===== config.mk =====
export PLATFORM = sky130hd
export DESIGN_NAME = sbi_top
export DESIGN_NICKNAME = d
export VERILOG_FILES = /design/src/hdl/sbi_pkg.sv /design/src/hdl/sbi_top.sv
export SDC_FILE = /design/constraint.sdc
export NUM_CORES = 2
export LEC_CHECK = 0
export ABC_AREA = 0
export CAP_MARGIN = 25
export CELL_PAD_IN_SITES_DETAIL_PLACEMENT = 1
export CELL_PAD_IN_SITES_GLOBAL_PLACEMENT = 2
export CORE_MARGIN = 4
export CORE_UTILIZATION = 45
export CTS_BUF_LIST = sky130_fd_sc_hd__clkbuf_16
export CTS_CLUSTER_DIAMETER = 40
export DETAILED_ROUTE_END_ITERATION = 16
export DONT_BUFFER_PORTS = 1
export PLACE_DENSITY_LB_ADDON = 0.1
export SLEW_MARGIN = 20
export SYNTH_ARGS = -nofsm -noshare
export SYNTH_HDL_FRONTEND = slang
export SYNTH_SLANG_ARGS = --single-unit

===== constraint.sdc =====
create_clock -name CLK -period 41.2 [get_ports CLK]
set_input_delay 0 -clock CLK [delete_from_list [all_inputs] [get_ports CLK]]
set_output_delay 0 -clock CLK [all_outputs]
set_load 0.05 [all_outputs]

===== src/hdl/sbi_pkg.sv =====
// ------------------------------------------------------------
// system bus interface constants and carriers
// ------------------------------------------------------------
package sbi_pkg;
    // register byte addresses
    localparam logic [3:0] REG_CTRL = 4'h0;
    localparam logic [3:0] REG_STATUS = 4'h4;
    localparam logic [3:0] REG_MASK = 4'h8;
    localparam logic [3:0] REG_INFO = 4'hc;
    // control field positions and reset value
    localparam int CTRL_DIV_LSB = 0;
    localparam int CTRL_PAT_LSB = 3;
    localparam int CTRL_FAST_BIT = 7;
    localparam logic [7:0] CTRL_RST = 8'h00;
    // status and mask bit positions
    localparam int EV_CACHE_ERR = 0;
    localparam int EV_BUS_ERR = 1;
    localparam int EV_WB_BADPAR = 2;
    localparam int EV_W = 3;
    localparam logic [EV_W-1:0] MASK_RST = 3'h0;
    // timing and sizing counts
    localparam logic [2:0] DIV_RSV_ENC = 3'h7;
    localparam logic [3:0] PAT_LAST_ENC = 4'h8;
    localparam logic [1:0] COMPAT_GAP = 2'h2;
    localparam logic [2:0] BLK_DWORDS = 3'h4;
    localparam int WBUF_DEPTH = 4;
    // writeback pacing: slot length and data-slot mask per encoding 0..8
    localparam logic [8:0][2:0] PAT_LEN = {3'h7, 3'h7, 3'h3, 3'h6, 3'h5, 3'h2, 3'h4, 3'h3, 3'h1};
    localparam logic [8:0][6:0] PAT_MASK = {7'h09, 7'h03, 7'h01, 7'h03, 7'h03, 7'h01, 7'h03,
                                            7'h03, 7'h01};

    // bus sequencer states, gray along the usual path
    typedef enum logic [2:0] {
        ST_IDLE = 3'b000,
        ST_ADDR = 3'b001,
        ST_DATA = 3'b011,
        ST_GAP = 3'b010,
        ST_RWAIT = 3'b110
    } sbi_state_e;

    // cycle kind shown on the command pins; also the operation in flight
    typedef enum logic [1:0] {
        CMD_DATA = 2'b00,
        CMD_READ = 2'b01,
        CMD_WRITE = 2'b10,
        CMD_BLKW = 2'b11
    } sbi_cmd_e;

    // one bus cycle as driven on the pins
    typedef struct packed {
        logic [63:0] data;
        logic [7:0] chk;
        logic valid;
        sbi_cmd_e cmd;
        logic oe;
    } sbi_cycle_s;
endpackage : sbi_pkg


===== src/hdl/sbi_top.sv =====
// Notes on behaviour
// - fast mode writes every 2, compat 4
// - address cycle bits 63:56 carry vaddr 19:12
// - uncached stores queue in four-entry buffer
// - check bits zero off data; cmd parity zero
// - writeback parity error sent bad, no exception
// - only first read doubleword error bit checked
// - bad read parity stored; exception if awaited
// - block write data right after address
// - bus released right after read request
// - idle writeback slots hold last data value
// - trailing idle slots of pattern complete
// - test serial output wired to serial input
// - reserved feedback and mismatch outputs high
// - bus clock is pipeline clock divided 2..8
// - writeback paced by selectable slot pattern
`timescale 1ns/1ps
module sbi_top #(
    parameter int DEPTH = sbi_pkg::WBUF_DEPTH
) (
    input wire logic CLK, // pipeline clock
    input wire logic RSTN, // async reset, low active
    input wire logic [3:0] REG_ADDR, // register byte address
    input wire logic [31:0] REG_WDATA, // register write data
    input wire logic REG_WR, // write strobe
    input wire logic REG_RD, // read strobe
    output logic [31:0] REG_RDATA, // read data, cycle after strobe
    output logic IRQ, // unmasked status pending
    input wire logic ST_VALID, // uncached store offered
    input wire logic [35:0] ST_ADDR, // store physical address
    input wire logic [7:0] ST_VTAG, // store vaddr 19:12
    input wire logic [63:0] ST_DATA, // store doubleword
    output logic ST_READY, // store taken
    input wire logic WB_VALID, // writeback offered
    input wire logic [35:0] WB_ADDR, // writeback address
    input wire logic [7:0] WB_VTAG, // writeback vaddr 19:12
    input wire logic [255:0] WB_DATA, // four doublewords, first low
    input wire logic [3:0] WB_BADPAR, // cache parity error per dword
    output logic WB_READY, // writeback taken
    input wire logic RD_VALID, // block read offered
    input wire logic [35:0] RD_ADDR, // read address
    input wire logic [7:0] RD_VTAG, // read vaddr 19:12
    output logic RD_READY, // read taken
    output logic FILL_VALID, // one response dword to cache
    output logic [63:0] FILL_DATA, // response data
    output logic [7:0] FILL_CHECK, // received check bits
    output logic [1:0] FILL_INDEX, // dword number in block
    output logic EXC_CACHE_ERR, // cache error exception pulse
    output logic EXC_BUS_ERR, // bus error exception pulse
    output logic SCLK_OUT, // divided system bus clock
    input wire logic [63:0] SYS_ADDR_DATA_BUS_I, // bus pin level
    output logic [63:0] SYS_ADDR_DATA_BUS_O, // bus drive value
    output logic SYS_ADDR_DATA_BUS_OE, // bus driven
    input wire logic [7:0] SYS_CHECK_BUS_I, // check pin level
    output logic [7:0] SYS_CHECK_BUS_O, // check drive value
    output logic SYS_CHECK_BUS_OE, // check driven
    output logic SYS_VALID_OUT, // cycle carries address or data
    output logic [1:0] SYS_CMD_OUT, // cycle kind
    output logic SYS_CMD_PARITY, // command parity
    input wire logic RESP_VALID, // response dword on bus
    input wire logic RESP_ERR, // data identifier error bit
    input wire logic TDI, // test serial in
    output logic TDO, // test serial out
    output logic SLEW_FEEDBACK_OUT, // reserved output
    output logic MISMATCH_FLAG_OUT // reserved output
);
    localparam int PW = $clog2(DEPTH);

    // ------------------------------------------------------------
    // state
    // ------------------------------------------------------------
    typedef struct packed {
        logic [2:0] cnt;
        logic sclk;
        logic [63:0] ad_m;
        logic [63:0] ad_s;
        logic [7:0] ck_m;
        logic [7:0] ck_s;
        logic [1:0] rv_m;
        logic [1:0] rv_s;
        sbi_pkg::sbi_state_e st;
        sbi_pkg::sbi_cmd_e op;
        logic [35:0] addr;
        logic [7:0] vtag;
        logic [3:0][63:0] blk;
        logic [3:0] badpar;
        logic [2:0] sent;
        logic [2:0] pos;
        logic [1:0] gap;
        logic [DEPTH-1:0][63:0] wb_data;
        logic [DEPTH-1:0][35:0] wb_addr;
        logic [DEPTH-1:0][7:0] wb_vtag;
        logic [PW-1:0] rd_p;
        logic [PW-1:0] wr_p;
        logic [PW:0] cnt_w;
        sbi_pkg::sbi_cycle_s bus;
        logic fill_v;
        logic [63:0] fill_d;
        logic [7:0] fill_c;
        logic [1:0] fill_i;
        logic exc_c;
        logic exc_b;
        logic [7:0] ctrl;
        logic [sbi_pkg::EV_W-1:0] stat;
        logic [sbi_pkg::EV_W-1:0] mask;
        logic [31:0] rdata;
        logic irq;
    } sbi_regs_s;

    sbi_regs_s s, n;
    logic [1:0] rst_q;
    logic rst_n;
    logic tick, go, push, pop, start_ok, slot_d, fast;
    logic [2:0] lim, enc_d, pat_len;
    logic [3:0] pat_enc;
    logic [63:0] tx_word;
    logic [7:0] par_out, par_in, tx_chk;
    logic [sbi_pkg::EV_W-1:0] ev, w1c;

    if (DEPTH < 2 || (DEPTH & (DEPTH - 1)) != 0) begin : g_bad_depth
        $error("DEPTH must be a power of two, at least 2");
    end

    // reset release through two flops
    always_ff @(posedge CLK or negedge RSTN) begin
        if (!RSTN) begin
            rst_q <= 2'h0;
        end else begin
            rst_q <= {rst_q[0], 1'b1};
        end
    end
    assign rst_n = rst_q[1];

    // ------------------------------------------------------------
    // clock divider, pacing pattern, parity
    // ------------------------------------------------------------
    assign enc_d = s.ctrl[sbi_pkg::CTRL_DIV_LSB +: 3];
    assign lim = (enc_d == sbi_pkg::DIV_RSV_ENC) ? 3'h7 : enc_d + 3'h1;
    assign tick = (s.cnt == lim);
    assign fast = s.ctrl[sbi_pkg::CTRL_FAST_BIT];
    assign pat_enc = (s.ctrl[sbi_pkg::CTRL_PAT_LSB +: 4] > sbi_pkg::PAT_LAST_ENC) ? 4'h0
                   : s.ctrl[sbi_pkg::CTRL_PAT_LSB +: 4];
    assign pat_len = sbi_pkg::PAT_LEN[pat_enc];
    assign slot_d = sbi_pkg::PAT_MASK[pat_enc][s.pos];
    assign tx_word = (s.op == sbi_pkg::CMD_WRITE) ? s.wb_data[s.rd_p] : s.blk[s.sent[1:0]];
    assign tx_chk = par_out ^ {8{s.op == sbi_pkg::CMD_BLKW && s.badpar[s.sent[1:0]]}};

    // byte parity out and in
    for (genvar i = 0; i < 8; i++) begin : g_par
        assign par_out[i] = ^tx_word[8*i +: 8];
        assign par_in[i] = ^s.ad_s[8*i +: 8];
    end

    // handshakes
    assign start_ok = (s.st == sbi_pkg::ST_IDLE)
                    || (s.st == sbi_pkg::ST_DATA && s.op == sbi_pkg::CMD_WRITE && fast)
                    || (s.st == sbi_pkg::ST_GAP && s.gap == 2'h0);
    assign ST_READY = (s.cnt_w < (PW + 1)'(DEPTH));
    assign push = ST_VALID && ST_READY;
    assign pop = tick && s.st == sbi_pkg::ST_ADDR && s.op == sbi_pkg::CMD_WRITE;
    assign WB_READY = tick && start_ok;
    assign RD_READY = tick && start_ok && !WB_VALID && s.cnt_w == '0;

    // ------------------------------------------------------------
    // next state
    // ------------------------------------------------------------
    always_comb begin
        n = s;
        go = 1'b0;
        ev = '0;
        w1c = '0;
        n.ad_m = SYS_ADDR_DATA_BUS_I;
        n.ad_s = s.ad_m;
        n.ck_m = SYS_CHECK_BUS_I;
        n.ck_s = s.ck_m;
        n.rv_m = {RESP_ERR, RESP_VALID};
        n.rv_s = s.rv_m;
        n.cnt = tick ? 3'h0 : s.cnt + 3'h1;
        n.sclk = ({1'b0, n.cnt} < ({1'b0, lim} + 4'h1) >> 1);
        n.fill_v = 1'b0;
        n.exc_c = 1'b0;
        n.exc_b = 1'b0;
        n.rdata = '0;
        // store buffer fill side
        if (push) begin
            n.wb_data[s.wr_p] = ST_DATA;
            n.wb_addr[s.wr_p] = ST_ADDR;
            n.wb_vtag[s.wr_p] = ST_VTAG;
            n.wr_p = s.wr_p + PW'(1);
        end
        if (pop) begin
            n.rd_p = s.rd_p + PW'(1);
        end
        n.cnt_w = s.cnt_w + (PW + 1)'(push) - (PW + 1)'(pop);
        // bus sequencer, one step per bus clock
        if (tick) begin
            unique case (s.st)
                sbi_pkg::ST_IDLE: begin
                    n.bus.oe = 1'b0;
                    n.bus.valid = 1'b0;
                    n.bus.chk = 8'h00;
                end
                sbi_pkg::ST_ADDR: begin
                    if (s.op == sbi_pkg::CMD_READ) begin
                        n.bus.oe = 1'b0;
                        n.bus.valid = 1'b0;
                        n.bus.chk = 8'h00;
                        n.st = sbi_pkg::ST_RWAIT;
                    end else begin
                        n.bus.data = tx_word;
                        n.bus.chk = tx_chk;
                        n.bus.valid = 1'b1;
                        n.bus.cmd = sbi_pkg::CMD_DATA;
                        n.sent = 3'h1;
                        n.pos = (pat_len == 3'h1) ? 3'h0 : 3'h1;
                        n.st = sbi_pkg::ST_DATA;
                        ev[sbi_pkg::EV_WB_BADPAR] = s.op == sbi_pkg::CMD_BLKW && s.badpar[0];
                    end
                end
                sbi_pkg::ST_DATA: begin
                    n.bus.valid = 1'b0;
                    n.bus.chk = 8'h00;
                    if (s.op == sbi_pkg::CMD_WRITE) begin
                        n.st = sbi_pkg::ST_GAP;
                        n.gap = sbi_pkg::COMPAT_GAP - 2'h1;
                    end else if (s.sent == sbi_pkg::BLK_DWORDS && s.pos == 3'h0) begin
                        n.st = sbi_pkg::ST_IDLE;
                        n.bus.oe = 1'b0;
                    end else begin
                        if (slot_d && s.sent < sbi_pkg::BLK_DWORDS) begin
                            n.bus.data = tx_word;
                            n.bus.chk = tx_chk;
                            n.bus.valid = 1'b1;
                            n.sent = s.sent + 3'h1;
                            ev[sbi_pkg::EV_WB_BADPAR] = s.badpar[s.sent[1:0]];
                        end
                        n.pos = (s.pos == pat_len - 3'h1) ? 3'h0 : s.pos + 3'h1;
                    end
                end
                sbi_pkg::ST_GAP: begin
                    n.gap = s.gap - 2'h1;
                    if (s.gap == 2'h0) begin
                        n.st = sbi_pkg::ST_IDLE;
                        n.bus.oe = 1'b0;
                    end
                end
                sbi_pkg::ST_RWAIT: begin
                    if (s.rv_s[0]) begin
                        n.fill_v = 1'b1;
                        n.fill_d = s.ad_s;
                        n.fill_c = s.ck_s;
                        n.fill_i = s.sent[1:0];
                        if (s.sent == 3'h0) begin
                            n.exc_b = s.rv_s[1];
                            n.exc_c = par_in != s.ck_s;
                            ev[sbi_pkg::EV_BUS_ERR] = s.rv_s[1];
                            ev[sbi_pkg::EV_CACHE_ERR] = par_in != s.ck_s;
                        end
                        n.sent = s.sent + 3'h1;
                        if (s.sent == sbi_pkg::BLK_DWORDS - 3'h1) begin
                            n.st = sbi_pkg::ST_IDLE;
                        end
                    end
                end
                default: begin
                    n.st = sbi_pkg::ST_IDLE;
                end
            endcase
            // start next operation: writeback, buffered stores, then read
            if (start_ok) begin
                go = 1'b1;
                if (WB_VALID) begin
                    n.op = sbi_pkg::CMD_BLKW;
                    n.addr = WB_ADDR;
                    n.vtag = WB_VTAG;
                    n.blk = WB_DATA;
                    n.badpar = WB_BADPAR;
                end else if (s.cnt_w != '0) begin
                    n.op = sbi_pkg::CMD_WRITE;
                    n.addr = s.wb_addr[s.rd_p];
                    n.vtag = s.wb_vtag[s.rd_p];
                end else if (RD_VALID) begin
                    n.op = sbi_pkg::CMD_READ;
                    n.addr = RD_ADDR;
                    n.vtag = RD_VTAG;
                end else begin
                    go = 1'b0;
                end
                if (go) begin
                    n.st = sbi_pkg::ST_ADDR;
                    n.sent = 3'h0;
                    n.pos = 3'h0;
                    n.bus = '{data: {n.vtag, 20'h0_0000, n.addr}, chk: 8'h00, valid: 1'b1,
                              cmd: n.op, oe: 1'b1};
                end
            end
        end
        // register port
        if (REG_WR) begin
            unique case (REG_ADDR)
                sbi_pkg::REG_CTRL: n.ctrl = REG_WDATA[7:0];
                sbi_pkg::REG_STATUS: w1c = REG_WDATA[sbi_pkg::EV_W-1:0];
                sbi_pkg::REG_MASK: n.mask = REG_WDATA[sbi_pkg::EV_W-1:0];
                default: ;
            endcase
        end
        if (REG_RD) begin
            unique case (REG_ADDR)
                sbi_pkg::REG_CTRL: n.rdata = {24'h00_0000, s.ctrl};
                sbi_pkg::REG_STATUS: n.rdata = {29'h0000_0000, s.stat};
                sbi_pkg::REG_MASK: n.rdata = {29'h0000_0000, s.mask};
                sbi_pkg::REG_INFO: n.rdata = {16'h0000, 5'(s.cnt_w), s.st, s.sent, s.op, 3'(s.gap)};
                default: n.rdata = 32'h0000_0000;
            endcase
        end
        // sticky events, set wins over clear
        n.stat = (s.stat & ~w1c) | ev;
        n.irq = |(n.stat & n.mask);
    end

    // state register
    always_ff @(posedge CLK or negedge rst_n) begin
        if (!rst_n) begin
            s <= '0;
        end else begin
            s <= n;
        end
    end

    // ------------------------------------------------------------
    // outputs
    // ------------------------------------------------------------
    assign REG_RDATA = s.rdata;
    assign IRQ = s.irq;
    assign FILL_VALID = s.fill_v;
    assign FILL_DATA = s.fill_d;
    assign FILL_CHECK = s.fill_c;
    assign FILL_INDEX = s.fill_i;
    assign EXC_CACHE_ERR = s.exc_c;
    assign EXC_BUS_ERR = s.exc_b;
    assign SCLK_OUT = s.sclk;
    assign SYS_ADDR_DATA_BUS_O = s.bus.data;
    assign SYS_ADDR_DATA_BUS_OE = s.bus.oe;
    assign SYS_CHECK_BUS_O = s.bus.chk;
    assign SYS_CHECK_BUS_OE = s.bus.oe;
    assign SYS_VALID_OUT = s.bus.valid;
    assign SYS_CMD_OUT = s.bus.cmd;
    assign SYS_CMD_PARITY = 1'b0;
    assign TDO = TDI;
    assign SLEW_FEEDBACK_OUT = 1'b1;
    assign MISMATCH_FLAG_OUT = 1'b1;
endmodule : sbi_top


==> impl_results.md <==
* Run status: completed
* Row count at 125
* CTS H-tree depth at 4
* I/O Buffers at 0
* Final Max Tran Viols at 0
* Top_reg_cell synth: dfrtp_1
* Global route total overflow at 0
* CP Launch Type: flop
* Via count at 36.3k
* Worst vdd ir at about 0.048 mV
* Max cap viols at 0
* Area of placed instances at 53000 um^2
* Worst endpoint required time at 41.80 ns
* Hold Path Cell Cnt at 0
* Die area at roughly 120000 um^2
* # IOs at 769
* Initial antenna violation count at 51
* Nets at 5200
* Post-Synth Adder-Cell Area at 0.533%
* Crit path DAT at 5.62 ns
* Die span in x at 352 um
* Yosys Warn Count at 0
* Rel. slew slack at about 16%
* Routed wire length at 200000 um
* Fin crit period at 5.02 ns
* Final setup fails at 0
* Crit Path Max Fanout at 144
* DRT iter0 DRCs at ~2.2k
* Clock Tree Buf Depth at 3
* Pwr Total at 6120 uW
* Synthesis-stage register bit count at 1092
* P per Cell Area at 89.6 nW/um^2
* Post-synth cell types at 67
* Post-synth EDFFs at 0
* CTS tree: done
* Die H at 352 um
* Hpwl dp at 119000 um
* GPL Wtd Cong at approximately 0.82
* Synth Area in XOR/XNOR at 4.31%
* Crit. End Element: flop
* Setup ws final at 36.18 ns
* TritonRoute pass-1 iters at 7
* Num CTS Buffers at roughly 170
* Setup TNS at 0 ns
* Core Area at 117000 um^2
* Most frequent cells in the layout: dfrtp_1, dlygate4sd3_1, mux2_2
* Synth Area in Compound Gates at 5.45%
* Drt drc at 0
* Most common cell after layout, fill and taps aside: dfrtp_1
* Leakage power at 0.0306 uW
* RSZ-0062 raised after global routing: false
* RR Startpoint: enc_d[0]
* Cell Area, Synth at 53100 um^2
* Largest net degree at the start of global routing at 162
* Register area share after synthesis at between 50 and 60%
* Kind of critical path: reg -> reg
* R2r worst-path depth at 10
* Multiplexer area fraction after synthesis at around 30%
* Layout cells sized above 1 at roughly 28%
* Area grow syn2layout at 28.5%
* Initial Utilization at 45.5%
* Place WS at 36.74 ns
* First-pass GRT wire length at 288000 um
* WL per Instance at 31.7 um
* Final Skew at 0.0508 ns
* Post-synth ARST share at 100%
* Root buf cell: clkbuf_16
* DR vias/cell at 5.74
* CTS Sinks at 1092
* Largest family of logic cells by synthesized area: multiplexers
* Max Clk Rate at 199 MHz
* Class of the tightest hold or removal check: in -> out
* Syn Area/Cell at 13.8 um^2
* Critical Path Start: enc_d[0]
* Post-Synth Simple-Gate Area at 2.90%
* Final ANT Viol Nets at 0
* Syn Inst Count at ~3.9k
* Hold Startpoint: TDI
* Overall Global Routing Usage at a little under a third
* Core Util, Final at about three fifths
* Final Hold Viols at 0
* Cell area after layout at 68200 um^2
* Actual slew at the worst max-slew pin at roughly 1.3 ns
* Vias in the first global route at 41.7k
* Latest clock arrival within the worst-skew pair at 0.76 ns
* Tcrit/Tclk final at 12.2%
* Clock Pin Slew Worst Setup and Hold Paths at ~0.060 ns
-- flip-flops by register name, indices dropped and copies added, names as in the netlist, 2 cells and up --
register	count
SYS_ADDR_DATA_BUS_O	64
SYS_CMD_OUT	2
rst_q	2
REG_RDATA	14
FILL_CHECK	8
s	843
SYS_CHECK_BUS_O	8
n	74
enc_d	3
FILL_DATA	64
FILL_INDEX	2
-- power by group --
part           total [uW]  switching, uW  internal, uW
clock                1490            566           925
combinational        2580           1250          1330
sequential           2050            557          1490
-- through the flow --
step	instances	hold slack (ns)
final	6327	0.000109
after global routing	6313	0.000304
after CTS	6265	0.000160
after detailed placement	5034	-0.296
after global placement	5033	-0.296
after floorplan	3879	-0.296
-- area by class of cell --
type / count / area [um^2]
Tap cell: 1524 / 1910
Sequential cell: 1092 / 27300
Timing Repair Buffer: 977 / 9760
Multi-Input combinational cell: 2333 / 23100
Clock inverter: 141 / 1500
Inverter: 29 / 109
Clock buffer: 174 / 4350
Antenna cell: 57 / 143
Fill cell: 10987 / 48400
-- logic make-up after synthesis --
logic type               count (synthesis)
multiplexers                          1219
flip-flops                            1092
AO/OA/AOI/OAI                          469
AND/OR/NAND/NOR                        360
other                                    2
XOR/XNOR                               241
adder cells (fa/ha/maj)                 22
buffers and inverters                  454
-- worst max-delay path: stages, from the launching register on --
cell and delay [ns]:
dfrtp_1 0.44, ha_1 0.39, inv_1 0.06, a221o_1 0.40, a211oi_4 0.79, buf_4 0.31, and2_4 0.20, nand2_8 0.26
buf_12 0.45, mux2_4 0.53, dlygate4sd3_1 0.63
-- routing by layer --
| layer | up-vias | part of all wire [%] | routed length [um] | GRT usage [%] |
|---|---|---|---|---|
| met3 | 540 | 6.3 | 12600 | 7.42 |
| met1 | 19166 | 35 | 70100 | 34.1 |
| met5 | - | 0.048 | 96 | 0 |
| met4 | 14 | 6.4 | 12800 | 17.2 |
| li1 | 15290 | - | - | - |
| met2 | 1305 | 52 | 105000 | 57.7 |
-- final timing paths --
check / slack (ns) / end
max: 36.18 / s[697]
min: 0.0001 / TDO
max reg2reg: 36.18 / s[697]
min reg2reg: 0.34 / s[1037]
max in group asynchronous: 37.13 / s[36]
min in group asynchronous: 0.41 / s[727]
-- synth_stat cells (all sizes together) (4+ instances only) --
| cell | number | area (um^2) |
|---|---|---|
| a211o | 4 | 35.0 |
| a211oi | 22 | 178 |
| a21o | 8 | 60.1 |
| a21oi | 137 | 686 |
| a221oi | 10 | 87.6 |
| a22o | 8 | 70.1 |
| a22oi | 21 | 158 |
| a31oi | 5 | 31.3 |
| and2 | 11 | 68.8 |
| and3 | 6 | 37.5 |
| buf | 321 | 2340 |
| clkbuf | 104 | 390 |
| dfrtp | 1092 | 27300 |
| ha | 21 | 263 |
| inv | 29 | 109 |
| mux2 | 830 | 10100 |
| mux2i | 235 | 2350 |
| mux4 | 154 | 3470 |
| nand2 | 164 | 618 |
| nand2b | 11 | 68.8 |
| nand3 | 13 | 65.1 |
| nor2 | 122 | 458 |
| nor2b | 7 | 43.8 |
| nor3 | 10 | 50.1 |
| o211ai | 5 | 37.5 |
| o21ai | 156 | 781 |
| o221ai | 39 | 342 |
| o22ai | 28 | 175 |
| o31ai | 5 | 37.5 |
| xnor2 | 154 | 1350 |
| xnor3 | 13 | 293 |
| xor2 | 74 | 648 |
-- repair_timing --
action	in CTS	in global routing
endpoints found under the hold margin	892	0
buffers inserted	0	0
resized for setup	0	0
hold buffers	916	0
Note: power is estimated with default switching activity, not from simulation.
